## config.mk

```make
export PLATFORM = sky130hd
export DESIGN_NAME = stp_servo_params
export DESIGN_NICKNAME = d
export VERILOG_FILES = /design/src/rtl/stp_ms_timer.v /design/src/rtl/stp_servo_params.v
export VERILOG_INCLUDE_DIRS = /design/src /design/src/rtl
export SDC_FILE = /design/constraint.sdc
export NUM_CORES = 1
export LEC_CHECK = 0
export CAP_MARGIN = 15
export CORE_MARGIN = 3
export CORE_UTILIZATION = 40
export CTS_CLUSTER_DIAMETER = 50
export DETAILED_ROUTE_END_ITERATION = 8
export DONT_BUFFER_PORTS = 1
export SLEW_MARGIN = 10
export SYNTH_ARGS = -nofsm -noshare
export SYNTH_HDL_FRONTEND = slang
export SYNTH_SLANG_ARGS = --single-unit
export TNS_END_PERCENT = 5
```

## constraint.sdc

```tcl
create_clock -name pclk -period 3.4 [get_ports pclk]
set_input_delay 0.17 -clock pclk [delete_from_list [all_inputs] [get_ports pclk]]
set_output_delay 0.17 -clock pclk [all_outputs]
set_load 0.03 [all_outputs]
```

## src/rtl/stp_map.vh

```
`ifndef STP_MAP_VH
`define STP_MAP_VH
// register word indices, byte address = index * 4 (index = parameter number)
`define STP_IDX_BRAKE      8'd33
`define STP_IDX_INERTIA    8'd34
`define STP_IDX_PGAIN2     8'd35
`define STP_IDX_VGAIN1     8'd36
`define STP_IDX_VGAIN2     8'd37
`define STP_IDX_VINT       8'd38
`define STP_IDX_VDIFF      8'd39
`define STP_IDX_RSVA       8'd40
`define STP_IDX_RSVB       8'd41
`define STP_IDX_HOMEPOS    8'd42
`define STP_IDX_DOGTRAV    8'd43
`define STP_IDX_DWELL      8'd44
`define STP_IDX_TRQCAP     8'd45
`define STP_IDX_CTRL       8'd60
`define STP_IDX_STATUS     8'd61
`define STP_IDX_TUNE_INER  8'd62
`define STP_IDX_TUNE_PG2   8'd63
`define STP_IDX_TUNE_VG1   8'd64
`define STP_IDX_TUNE_VG2   8'd65
`define STP_IDX_TUNE_VIC   8'd66
// reset values
`define STP_RST_BRAKE      16'h0064
`define STP_RST_INERTIA    16'h0046
`define STP_RST_PGAIN2     16'h001E
`define STP_RST_VGAIN1     16'h00D8
`define STP_RST_VGAIN2     16'h02CA
`define STP_RST_VINT       16'h0014
`define STP_RST_VDIFF      16'h03D4
`define STP_RST_HOMEPOS    16'h0000
`define STP_RST_DOGTRAV    16'h03E8
`define STP_RST_DWELL      16'h0064
`define STP_RST_TRQCAP     16'h000F
// setting ranges
`define STP_MAX_BRAKE      16'h03E8
`define STP_MIN_INERTIA    16'h0000
`define STP_MAX_INERTIA    16'h03E8
`define STP_MIN_PGAIN2     16'h0001
`define STP_MAX_PGAIN2     16'h01F4
`define STP_MIN_VGAIN1     16'h0014
`define STP_MAX_VGAIN1     16'h1388
`define STP_MIN_VGAIN2     16'h0014
`define STP_MAX_VGAIN2     16'h1F40
`define STP_MIN_VINT       16'h0001
`define STP_MAX_VINT       16'h03E8
`define STP_MAX_VDIFF      16'h03E8
`define STP_MIN_DWELL      16'h0005
`define STP_MAX_DWELL      16'h03E8
`define STP_MIN_TRQCAP     16'h0001
`define STP_MAX_TRQCAP     16'h0064
// control bits
`define STP_CTRL_AUTOTUNE  0
`define STP_CTRL_STOPPER   1
`define STP_CTRL_HOMESTART 2
// timing: 1 ms at 50 MHz
`define STP_CLK_MHZ        50
`define STP_MS_CYCLES      (1000 * `STP_CLK_MHZ)
`endif

```

## src/rtl/stp_ms_timer.v

```verilog
`include "stp_map.vh"
// ----------------------------------------
// millisecond countdown
// ----------------------------------------
module stp_ms_timer #(
  parameter MS_CYCLES = `STP_MS_CYCLES
) (
  // clock and reset
  input  wire        pclk,
  input  wire        presetn,
  // control
  input  wire        start,
  input  wire        abort,
  input  wire [15:0] ms_count,
  // result
  output reg         busy,
  output reg         done
);
  reg [16:0] tick;
  reg [15:0] remain;

  always @(posedge pclk or negedge presetn) begin
    if (!presetn) begin
      tick   <= 17'h00000;
      remain <= 16'h0000;
      busy   <= 1'b0;
      done   <= 1'b0;
    end else begin
      done <= 1'b0;
      if (abort) begin
        busy <= 1'b0;
      end else if (start) begin
        tick <= 17'h00000;
        if (ms_count == 16'h0000) begin
          busy <= 1'b0;
          done <= 1'b1;
        end else begin
          remain <= ms_count;
          busy   <= 1'b1;
        end
      end else if (busy) begin
        if (tick == MS_CYCLES - 1) begin
          tick <= 17'h00000;
          if (remain == 16'h0001) begin
            busy <= 1'b0;
            done <= 1'b1;
          end
          remain <= remain - 16'h0001;
        end else begin
          tick <= tick + 17'h00001;
        end
      end
    end
  end
endmodule // stp_ms_timer

```

## src/rtl/stp_servo_params.v

```verilog
// What this block does
// - wait brake delay, then shut base circuit
// - hold inertia ratio, 0..1000, default 70
// - hold position gain 2, 1..500, default 30
// - hold speed gain 1, 20..5000, default 216
// - hold speed gain 2, 20..8000, default 714
// - hold integral time, 1..1000, default 20
// - apply differential comp only with proportion control
// - auto tuning overwrites the five loop values
// - home complete loads position with home data
// - count type travels programmed distance after dog
// - stopper type waits dwell after torque reached
// - stopper type limits torque to programmed percentage
`include "stp_map.vh"
module stp_servo_params #(
  parameter MS_CYCLES = `STP_MS_CYCLES
) (
  // apb
  input  wire        pclk,
  input  wire        presetn,
  input  wire        psel,
  input  wire        penable,
  input  wire        pwrite,
  input  wire [11:0] paddr,
  input  wire [31:0] pwdata,
  output reg  [31:0] prdata,
  output reg         pready,
  output reg         pslverr,
  // brake
  input  wire        brake_interlock_out,
  output reg         base_shutoff,
  // proportion control
  input  wire        proportion_control_in,
  output reg  [15:0] diff_comp_applied,
  // auto tuning results
  input  wire        tune_valid,
  input  wire [15:0] tune_inertia,
  input  wire [15:0] tune_pgain2,
  input  wire [15:0] tune_vgain1,
  input  wire [15:0] tune_vgain2,
  input  wire [15:0] tune_vint,
  // home return
  input  wire        dog_detected,
  input  wire        travel_pulse,
  input  wire        torque_reached,
  output reg         homing_busy,
  output reg         torque_limit_en,
  output reg  [15:0] torque_limit_pct,
  output reg         home_set,
  output reg  [15:0] current_position,
  // applied loop values
  output reg  [15:0] inertia_ratio_setting,
  output reg  [15:0] position_gain_second,
  output reg  [15:0] speed_gain_first,
  output reg  [15:0] speed_gain_second,
  output reg  [15:0] speed_integral_time
);
  // ----------------------------------------
  // registers
  // ----------------------------------------
  reg [15:0] brake_release_delay;
  reg [15:0] speed_differential_comp;
  reg [15:0] home_position_value;
  reg [15:0] post_dog_travel;
  reg [15:0] stopper_dwell_time;
  reg [15:0] stopper_torque_cap;
  reg [2:0]  ctrl;
  reg [15:0] travel_left;
  reg        brake_prev;
  reg [15:0] last_tune_inertia;
  reg [15:0] last_tune_pgain2;
  reg [15:0] last_tune_vgain1;
  reg [15:0] last_tune_vgain2;
  reg [15:0] last_tune_vint;

  localparam ST_IDLE  = 4'b0001;
  localparam ST_SEEK  = 4'b0010;
  localparam ST_TRAVL = 4'b0100;
  localparam ST_DWELL = 4'b1000;
  reg [3:0] state;

  wire [7:0]  idx    = paddr[9:2];
  wire        wr     = psel & penable & pwrite;
  wire        rd_ph  = psel & ~penable & ~pwrite;
  wire [15:0] wv     = pwdata[15:0];
  wire        hi_ok  = (pwdata[31:16] == 16'h0000);
  wire        tuning = ctrl[`STP_CTRL_AUTOTUNE];

  wire brake_done;
  wire brake_busy;
  wire dwell_done;
  wire dwell_busy;

  // ----------------------------------------
  // apb slave, one wait-free access phase
  // ----------------------------------------
  reg        mapped;
  reg [15:0] rdv;
  always @* begin
    mapped = 1'b1;
    rdv    = 16'h0000;
    case (idx)
      `STP_IDX_BRAKE:     rdv = brake_release_delay;
      `STP_IDX_INERTIA:   rdv = inertia_ratio_setting;
      `STP_IDX_PGAIN2:    rdv = position_gain_second;
      `STP_IDX_VGAIN1:    rdv = speed_gain_first;
      `STP_IDX_VGAIN2:    rdv = speed_gain_second;
      `STP_IDX_VINT:      rdv = speed_integral_time;
      `STP_IDX_VDIFF:     rdv = speed_differential_comp;
      `STP_IDX_RSVA:      rdv = 16'h0000;
      `STP_IDX_RSVB:      rdv = 16'h0000;
      `STP_IDX_HOMEPOS:   rdv = home_position_value;
      `STP_IDX_DOGTRAV:   rdv = post_dog_travel;
      `STP_IDX_DWELL:     rdv = stopper_dwell_time;
      `STP_IDX_TRQCAP:    rdv = stopper_torque_cap;
      `STP_IDX_CTRL:      rdv = {13'h0000, ctrl};
      `STP_IDX_STATUS:    rdv = {11'h000, home_set, homing_busy, torque_limit_en, brake_busy, base_shutoff};
      `STP_IDX_TUNE_INER: rdv = last_tune_inertia;
      `STP_IDX_TUNE_PG2:  rdv = last_tune_pgain2;
      `STP_IDX_TUNE_VG1:  rdv = last_tune_vgain1;
      `STP_IDX_TUNE_VG2:  rdv = last_tune_vgain2;
      `STP_IDX_TUNE_VIC:  rdv = last_tune_vint;
      default:            mapped = 1'b0;
    endcase
    if (paddr[1:0] != 2'b00 || paddr[11:10] != 2'b00) begin
      mapped = 1'b0;
    end
  end

  // range check per parameter
  reg in_range;
  always @* begin
    in_range = hi_ok;
    case (idx)
      `STP_IDX_BRAKE:   in_range = hi_ok && wv <= `STP_MAX_BRAKE;
      `STP_IDX_INERTIA: in_range = hi_ok && wv >= `STP_MIN_INERTIA && wv <= `STP_MAX_INERTIA;
      `STP_IDX_PGAIN2:  in_range = hi_ok && wv >= `STP_MIN_PGAIN2 && wv <= `STP_MAX_PGAIN2;
      `STP_IDX_VGAIN1:  in_range = hi_ok && wv >= `STP_MIN_VGAIN1 && wv <= `STP_MAX_VGAIN1;
      `STP_IDX_VGAIN2:  in_range = hi_ok && wv >= `STP_MIN_VGAIN2 && wv <= `STP_MAX_VGAIN2;
      `STP_IDX_VINT:    in_range = hi_ok && wv >= `STP_MIN_VINT && wv <= `STP_MAX_VINT;
      `STP_IDX_VDIFF:   in_range = hi_ok && wv <= `STP_MAX_VDIFF;
      `STP_IDX_RSVA:    in_range = hi_ok && wv == 16'h0000;
      `STP_IDX_RSVB:    in_range = hi_ok && wv == 16'h0000;
      `STP_IDX_HOMEPOS: in_range = (pwdata[31:16] == {16{pwdata[15]}});
      `STP_IDX_DWELL:   in_range = hi_ok && wv >= `STP_MIN_DWELL && wv <= `STP_MAX_DWELL;
      `STP_IDX_TRQCAP:  in_range = hi_ok && wv >= `STP_MIN_TRQCAP && wv <= `STP_MAX_TRQCAP;
      `STP_IDX_STATUS:  in_range = 1'b0;
      `STP_IDX_TUNE_INER: in_range = 1'b0;
      `STP_IDX_TUNE_PG2:  in_range = 1'b0;
      `STP_IDX_TUNE_VG1:  in_range = 1'b0;
      `STP_IDX_TUNE_VG2:  in_range = 1'b0;
      `STP_IDX_TUNE_VIC:  in_range = 1'b0;
      default:          in_range = hi_ok;
    endcase
  end

  wire do_wr = wr & mapped & in_range;

  always @(posedge pclk or negedge presetn) begin
    if (!presetn) begin
      pready  <= 1'b0;
      pslverr <= 1'b0;
      prdata  <= 32'h00000000;
    end else begin
      pready  <= psel & ~penable;
      pslverr <= psel & ~penable & (~mapped | (pwrite & ~in_range));
      if (rd_ph) begin
        prdata <= {16'h0000, rdv};
      end
    end
  end

  // ----------------------------------------
  // parameter storage
  // ----------------------------------------
  always @(posedge pclk or negedge presetn) begin
    if (!presetn) begin
      brake_release_delay     <= `STP_RST_BRAKE;
      inertia_ratio_setting   <= `STP_RST_INERTIA;
      position_gain_second    <= `STP_RST_PGAIN2;
      speed_gain_first        <= `STP_RST_VGAIN1;
      speed_gain_second       <= `STP_RST_VGAIN2;
      speed_integral_time     <= `STP_RST_VINT;
      speed_differential_comp <= `STP_RST_VDIFF;
      home_position_value     <= `STP_RST_HOMEPOS;
      post_dog_travel         <= `STP_RST_DOGTRAV;
      stopper_dwell_time      <= `STP_RST_DWELL;
      stopper_torque_cap      <= `STP_RST_TRQCAP;
      ctrl                    <= 3'b000;
    end else begin
      // tuning results win over a software write
      if (tuning && tune_valid) begin
        inertia_ratio_setting <= tune_inertia;
        position_gain_second  <= tune_pgain2;
        speed_gain_first      <= tune_vgain1;
        speed_gain_second     <= tune_vgain2;
        speed_integral_time   <= tune_vint;
      end
      if (do_wr) begin
        case (idx)
          `STP_IDX_BRAKE:   brake_release_delay     <= wv;
          `STP_IDX_INERTIA: if (!tuning) inertia_ratio_setting <= wv;
          `STP_IDX_PGAIN2:  if (!tuning) position_gain_second  <= wv;
          `STP_IDX_VGAIN1:  if (!tuning) speed_gain_first      <= wv;
          `STP_IDX_VGAIN2:  if (!tuning) speed_gain_second     <= wv;
          `STP_IDX_VINT:    if (!tuning) speed_integral_time   <= wv;
          `STP_IDX_VDIFF:   speed_differential_comp <= wv;
          `STP_IDX_HOMEPOS: home_position_value     <= wv;
          `STP_IDX_DOGTRAV: post_dog_travel         <= wv;
          `STP_IDX_DWELL:   stopper_dwell_time      <= wv;
          `STP_IDX_TRQCAP:  stopper_torque_cap      <= wv;
          `STP_IDX_CTRL:    ctrl <= wv[2:0];
          default:          ctrl <= ctrl;
        endcase
      end else if (ctrl[`STP_CTRL_HOMESTART] && state != ST_IDLE) begin
        // start bit clears once the sequence has left idle
        ctrl[`STP_CTRL_HOMESTART] <= 1'b0;
      end
    end
  end

  // ----------------------------------------
  // last tuning results, read only
  // ----------------------------------------
  always @(posedge pclk or negedge presetn) begin
    if (!presetn) begin
      last_tune_inertia <= 16'h0000;
      last_tune_pgain2  <= 16'h0000;
      last_tune_vgain1  <= 16'h0000;
      last_tune_vgain2  <= 16'h0000;
      last_tune_vint    <= 16'h0000;
    end else if (tuning && tune_valid) begin
      last_tune_inertia <= tune_inertia;
      last_tune_pgain2  <= tune_pgain2;
      last_tune_vgain1  <= tune_vgain1;
      last_tune_vgain2  <= tune_vgain2;
      last_tune_vint    <= tune_vint;
    end
  end

  // ----------------------------------------
  // brake sequence and proportion control
  // ----------------------------------------
  stp_ms_timer #(
    .MS_CYCLES (MS_CYCLES)
  ) u_brake_timer (
    .pclk     (pclk),
    .presetn  (presetn),
    // falling interlock starts the delay, rising aborts it
    .start    (brake_prev & ~brake_interlock_out),
    .abort    (brake_interlock_out),
    .ms_count (brake_release_delay),
    .busy     (brake_busy),
    .done     (brake_done)
  );

  always @(posedge pclk or negedge presetn) begin
    if (!presetn) begin
      brake_prev        <= 1'b0;
      base_shutoff      <= 1'b0;
      diff_comp_applied <= 16'h0000;
    end else begin
      brake_prev <= brake_interlock_out;
      if (brake_interlock_out) begin
        base_shutoff <= 1'b0;
      end else if (brake_done) begin
        base_shutoff <= 1'b1;
      end
      diff_comp_applied <= proportion_control_in ? speed_differential_comp : 16'h0000;
    end
  end

  // ----------------------------------------
  // home position return
  // ----------------------------------------
  // dropping torque during the dwell goes back to seek
  wire dwell_start = (state == ST_SEEK) & ctrl[`STP_CTRL_STOPPER] & torque_reached;

  stp_ms_timer #(
    .MS_CYCLES (MS_CYCLES)
  ) u_dwell_timer (
    .pclk     (pclk),
    .presetn  (presetn),
    .start    (dwell_start),
    .abort    ((state == ST_DWELL) & ~torque_reached),
    .ms_count (stopper_dwell_time),
    .busy     (dwell_busy),
    .done     (dwell_done)
  );

  always @(posedge pclk or negedge presetn) begin
    if (!presetn) begin
      state            <= ST_IDLE;
      travel_left      <= 16'h0000;
      homing_busy      <= 1'b0;
      torque_limit_en  <= 1'b0;
      torque_limit_pct <= 16'h0064;
      home_set         <= 1'b0;
      current_position <= 16'h0000;
    end else begin
      home_set <= 1'b0;
      case (state)
        ST_IDLE: begin
          if (ctrl[`STP_CTRL_HOMESTART]) begin
            state           <= ST_SEEK;
            homing_busy     <= 1'b1;
            torque_limit_en <= ctrl[`STP_CTRL_STOPPER];
            torque_limit_pct <= ctrl[`STP_CTRL_STOPPER] ? stopper_torque_cap : 16'h0064;
          end
        end
        ST_SEEK: begin
          if (dwell_start) begin
            state <= ST_DWELL;
          end else if (!ctrl[`STP_CTRL_STOPPER] && dog_detected) begin
            travel_left <= post_dog_travel;
            state       <= ST_TRAVL;
          end
        end
        ST_TRAVL: begin
          if (travel_left == 16'h0000) begin
            state            <= ST_IDLE;
            homing_busy      <= 1'b0;
            home_set         <= 1'b1;
            current_position <= home_position_value;
          end else if (travel_pulse) begin
            travel_left <= travel_left - 16'h0001;
          end
        end
        ST_DWELL: begin
          if (dwell_done) begin
            state            <= ST_IDLE;
            homing_busy      <= 1'b0;
            torque_limit_en  <= 1'b0;
            torque_limit_pct <= 16'h0064;
            home_set         <= 1'b1;
            current_position <= home_position_value;
          end else if (!dwell_busy) begin
            state <= ST_SEEK;
          end
        end
        default: state <= ST_IDLE;
      endcase
    end
  end
endmodule // stp_servo_params

```

==> results of run 1 <==
## how the worst min path moves through the flow
stage | depth (start not counted) | to | startpoint | slack, ps
detailed placement | 0 | u_dwell_timer.tick[9] | presetn | -110
CTS | 0 | u_brake_timer.remain[15] | presetn | -740
finish | 0 | u_dwell_timer.tick[10] | presetn | -730
global route | 0 | u_dwell_timer.tick[7] | presetn | -750
global placement | 0 | u_dwell_timer.tick[8] | presetn | -110
floorplan | 0 | base_shutoff | presetn | -130
## power breakdown
group          total (mW)  switching [mW]  internal [mW]  leakage, nW
clock network        5.88            2.36           3.52        0.878
logic               0.859           0.507          0.352         4.86
registers            5.26           0.131           5.13         5.66
total                12.0            3.00           9.00         11.4
## cells by family after synthesis
family	share of synthesized area (%)
and+or+nand+nor	19.3
AOI/OAI and AO/OA	14.5
other	0.0185
xor gates and xnor gates	0.995
DFF	52.2
muxes	9.02
buffers and inverters	3.56
adders and majority gates	0.433
## metal layers
layer | track usage [%] | up-vias | share of wire [%]
met5 | 0 | - | 0.017
met4 | 12.9 | 2 | 5.0
met3 | 8.18 | 175 | 10
met2 | 44.1 | 815 | 45
met1 | 35.8 | 8490 | 40
li1 | - | 7380 | -
## metrics by stage
step / cell area (µm²) / setup WS, ps
2_1_floorplan: 20300 / 306
3_3_place_gp: 21000 / 268
3_5_place_dp: 21000 / 227
4_1_cts: 23900 / 232
5_1_grt: 23900 / 55.3
6_report: 23900 / 155
## final cells by class
type | count | area [µm²]
multi-input combinational | 1456 | 9080
clock buffer | 65 | 1370
fill | 4546 | 25500
timing repair buffer | 164 | 1550
clock inverter | 31 | 454
antenna | 1 | 2.50
tap | 664 | 831
inverter | 22 | 82.6
sequential | 420 | 10600
## cells in the mapped netlist (all sizes together), types with 12 or more instances
cell type,count
nor3,60
o21ai,98
dfstp,44
a22o,26
a22oi,71
buf,41
xor2,16
nand2b,13
mux2,143
and2,49
nor2,88
dfrtp,376
nand3,33
nand4,24
a222oi,27
a21boi,18
inv,22
a21oi,71
clkbuf,92
o22ai,12
nor4,26
and3,17
nand2,486
==> results.json, run 1 <==
{
  "ys_seq_elements": 420,
  "dr.pass1.iters": 9,
  "cts_resized": 0,
  "fin_util_pct": 48.4,
  "outcome": "finished, violations left",
  "fin_crit_ps": 3250,
  "finalSetupViolations": 0,
  "cts-hold-fix-buffers": 111,
  "io_buffer_count": 0,
  "finalCritPeriodShare_pct": 95.4,
  "cts_buffers": 51,
  "die_x_um": 231,
  "synth_area_leaders": "dfrtp_1, nand2_1, dfstp_2",
  "cts_root_buf": "clkbuf_16",
  "r2r_slack_ps": 150,
  "initial_core_util_pct": 40.9,
  "cpLargestDelayFamily": "simple AND/OR/NAND/NOR gates",
  "p_total_mw": 12.0,
  "viasPerCell": 5.97,
  "p_leak_nw": 11.4,
  "grt_pass1_wl_um": 111000,
  "drv_cap": 0,
  "die-height_um": 231,
  "crit_slowest_cell": "or3b_2",
  "top_regs": "u_brake_timer.tick: 17 flops, u_dwell_timer.tick: 17 flops",
  "antenna_left": 0,
  "syn2layout_area_growth_pct": 18.2,
  "core_um2": 49500,
  "cts.sinks": 420,
  "crit_path_end": "current_position[4]",
  "rows": 81,
  "cts_setup_buffers": 0,
  "p_per_area_nw_per_um2": 501,
  "clockBufferDepth": 3,
  "rsz0062_at_grt": "false",
  "synth_top_area_cell": "dfrtp_1",
  "crit_required_ps": 3880,
  "violations": "hold timing",
  "reg2reg_to": "current_position[4]",
  "critical_path.cell_chain": "inv_1 -> ha_1 -> or3b_2 -> nand3b_1 -> nand2b_1 -> nor3_1 -> nand2_1 -> o31ai_4 -> buf_4 -> mux2_2",
  "finalSetupTns_ps": 0,
  "fin_skew_ps": 38.6,
  "netlist_area_um2": 20200,
  "fmax_ghz": 0.308,
  "max_slew.worst_pin.slew_ps": 1140,
  "clock_latency_ps": 630,
  "die_area_um2": 53300,
  "cp.arrival_ps": 3720,
  "relSlewSlack_pct": 23.8,
  "cp_slowest_stage_delay_ps": 510,
  "reg2reg_depth": 10,
  "clk_pin_slew_ps": 60,
  "cts_tree": "yes",
  "dp_hpwl_um": 54200,
  "cp-end-kind": "flop",
  "vdd_ir_drop_max_mv": 0.365,
  "r2r-start": "travel_left[0]",
  "drt_iter0_drc": 1934,
  "syn_avg_cell_area_um2": 10.0,
  "slew_viol_final": 0,
  "ioPinCount": 301,
  "grt_pass1_vias": 16600,
  "ys_types": 82,
  "synthArstFlopShare_pct": 100,
  "grt_max_degree": 421,
  "crit_start": "travel_left[0]",
  "mostFrequentLayoutCell": "nand2_1",
  "wl_per_cell_um": 27.0,
  "ys_seq_area_share_pct": 52.2,
  "finalHoldViolCount": 418,
  "track_usage_pct": 28.0,
  "critPathMaxFanout": 13,
  "path_class": "flop to flop",
  "drc": 0,
  "htreeDepth": 2,
  "startpoint_type": "flop",
  "final_cell_mix": "nand2_1, dfrtp_1, dlygate4sd3_1",
  "cp_num_buf_inv": 2,
  "hold_ws_ps": -726,
  "hold_path_class": "input port to asynchronous set/reset pin",
  "layout-drive-gt1-share_pct": 16.3,
  "wirelength_um": 76100,
  "yosysWarnings": 0,
  "antenna_found_initial": 5,
  "placedCellCount": 2615,
  "fin_nets": 2257,
  "synth_edf_count": 0,
  "synthCells": 2016,
  "instances_no_fill": 2823,
  "synth_top_flop_cell": "dfrtp_1",
  "grt-ovfl-total": 0,
  "yosysTopAreaCellShare_pct": 46.5,
  "gp_congestion": 0.952,
  "crit_cells": 10,
  "vias": 16900
}
(Power assumes the default switching activity.)
==> run 2, diff against run 1 <==
--- a/config.mk
+++ b/config.mk
@@ -7,6 +7,7 @@
 export NUM_CORES = 1
 export LEC_CHECK = 0
 export CAP_MARGIN = 15
+export CORE_ASPECT_RATIO = 0.5
 export CORE_MARGIN = 3
 export CORE_UTILIZATION = 40
 export CTS_CLUSTER_DIAMETER = 50
==> run 2 against run 1 <==
  * The flow finishes with violations (hold timing, slew limit)
  * Via count rose by 0.12%
  * Critical path type is now input port to flop
  * Non-clock buffer count fell by 2
  * Sequential share of layout area rose by 0.69 points
  * Core utilization fell by 0.57 points
==> results.json, run 2 (synthesized netlist as in run 1, its figures left out) <==
{
  "outcome": "finished, violations left",
  "violations": "hold timing, slew limit",
  "wirelength_um": 73500,
  "rsz0062_at_grt": "false",
  "slew_viol_final": 91,
  "core_um2": 49300,
  "cts_buffers": 43,
  "finalCritPeriodShare_pct": 93.4,
  "fin_skew_ps": 37.7,
  "dp_hpwl_um": 50600,
  "htreeDepth": 2,
  "antenna_found_initial": 4,
  "wl_per_cell_um": 26.1,
  "crit_required_ps": 3840,
  "antenna_cells_inserted": 0,
  "io_buffer_count": 0,
  "ioPinCount": 301,
  "die-height_um": 165,
  "clockBufferDepth": 3,
  "p_per_area_nw_per_um2": 469,
  "viasPerCell": 5.99,
  "cts_root_buf": "clkbuf_16",
  "clk_pin_slew_ps": 60,
  "die_x_um": 324,
  "cts_tree": "yes",
  "finalHoldViolCount": 391,
  "final_cell_mix": "nand2_1, dfrtp_1, dlygate4sd3_1",
  "gp_congestion": 0.952,
  "cp-end-kind": "flop",
  "finalSetupTns_ps": 0,
  "initial_core_util_pct": 41.1,
  "fin_nets": 2247,
  "rows": 57,
  "grt_pass1_vias": 15900,
  "register_area_um2": 10600,
  "top_regs": "u_brake_timer.tick: 17 flops, u_dwell_timer.tick: 17 flops",
  "relSlewSlack_pct": -2.82,
  "critPathMaxFanout": 16,
  "antenna_left": 0,
  "path_class": "input port to flop",
  "finalSetupViolations": 0,
  "startpoint_type": "input port",
  "instances_no_fill": 2818,
  "fmax_ghz": 0.315,
  "fillers": 4528,
  "drt_iter0_drc": 2377,
  "cts-hold-fix-buffers": 107,
  "fin_crit_ps": 3170,
  "track_usage_pct": 27.2,
  "multi_input_area_um2": 9090,
  "drv_cap": 0,
  "placedCellCount": 2631,
  "vdd_ir_drop_max_mv": 0.246,
  "layout-drive-gt1-share_pct": 15.7,
  "drc": 0,
  "dr.pass1.iters": 9,
  "syn2layout_area_growth_pct": 16.4,
  "max_slew.worst_pin.slew_ps": 1540,
  "p_leak_nw": 11.2,
  "mostFrequentLayoutCell": "nand2_1",
  "hold_ws_ps": -648,
  "die_area_um2": 53500,
  "vias": 16900,
  "cp.arrival_ps": 3610,
  "cts.sinks": 420,
  "hold_path_class": "input port to asynchronous set/reset pin",
  "clock_latency_ps": 590,
  "grt_max_degree": 421,
  "grt-ovfl-total": 0,
  "grt_pass1_wl_um": 108000
}
==> run 2: cell types whose count changed in the layout (fill, tap and decap cells not counted), sizes merged <==
cell | before | now
clkinv | 13 | 6
inv | 28 | 25
clkinvlp | 4 | 1
bufinv | 8 | 2
diode | 1 | 0
dlygate4sd3 | 111 | 107
buf | 53 | 55
clkbuf | 65 | 68
==> run 2: power breakdown <==
group | internal, mW | switching [mW] | total, mW | leakage, nW
sequential | 5.13 | 0.133 | 5.26 | 5.66
clock | 2.79 | 2.12 | 4.92 | 0.709
combinational | 0.359 | 0.507 | 0.866 | 4.84
==> run 2: per-layer routing <==
metal / up-vias / GRT usage, % / part of all wire, %
li1: 7322 / - / -
met3: 255 / 6.20 / 9.2
met1: 8420 / 35.3 / 39
met5: - / 0 / 0.078
met2: 877 / 43.7 / 46
met4: 8 / 12.1 / 5.3
==> run 2: worst max-delay path, cell delays in order <==
cell and delay (ps):
or4b_1 690, buf_4 260, nor3_4 270, nand4_4 130, a211o_1 430, nor3b_1 360
o21ai_4 80, buf_4 250, mux2_1 350, dlygate4sd3_1 590
==> run 2: area by class of cell <==
class / count / area share, %
clock buffer: 68 / 5.47
clock inverter: 12 / 0.722
inverter: 22 / 0.350
tap: 678 / 3.60
sequential: 420 / 44.8
timing repair buffer: 162 / 6.46
multi-input combinational: 1456 / 38.6
==> run 2: worst paths after layout <==
check / to / from / cells past startpoint / slack, ps
min in group pclk: state[3] / torque_reached / 3 / 20
max reg2reg: current_position[2] / travel_left[0] / 10 / 280
min reg2reg: last_tune_inertia[12] / last_tune_inertia[12] / 2 / 480
max in group asynchronous: diff_comp_applied[9] / presetn / 0 / 2860
min: travel_left[0] / presetn / 0 / -650
max: speed_gain_first[10] / paddr[6] / 10 / 230
==> run 2: metrics by stage <==
step | util, % | total power [mW] | setup WS [ps] | hold WS [ps] | area, µm²
after floorplan | - | 5.90 | 306 | -126 | 20300
after global placement | 42.7 | 6.03 | 306 | -81.7 | 21000
after detailed placement | 42.7 | 6.05 | 285 | -82.3 | 21000
after CTS | 47.8 | 11.1 | 300 | -686 | 23600
after global routing | 47.8 | 11.4 | 154 | -676 | 23600
final | 47.8 | 11.0 | 225 | -648 | 23600
==> run 2: repair_timing <==
action / in CTS / in global routing
gates resized for setup: 0 / 0
setup buffers: 0 / 0
hold endpoints to repair: 689 / 420
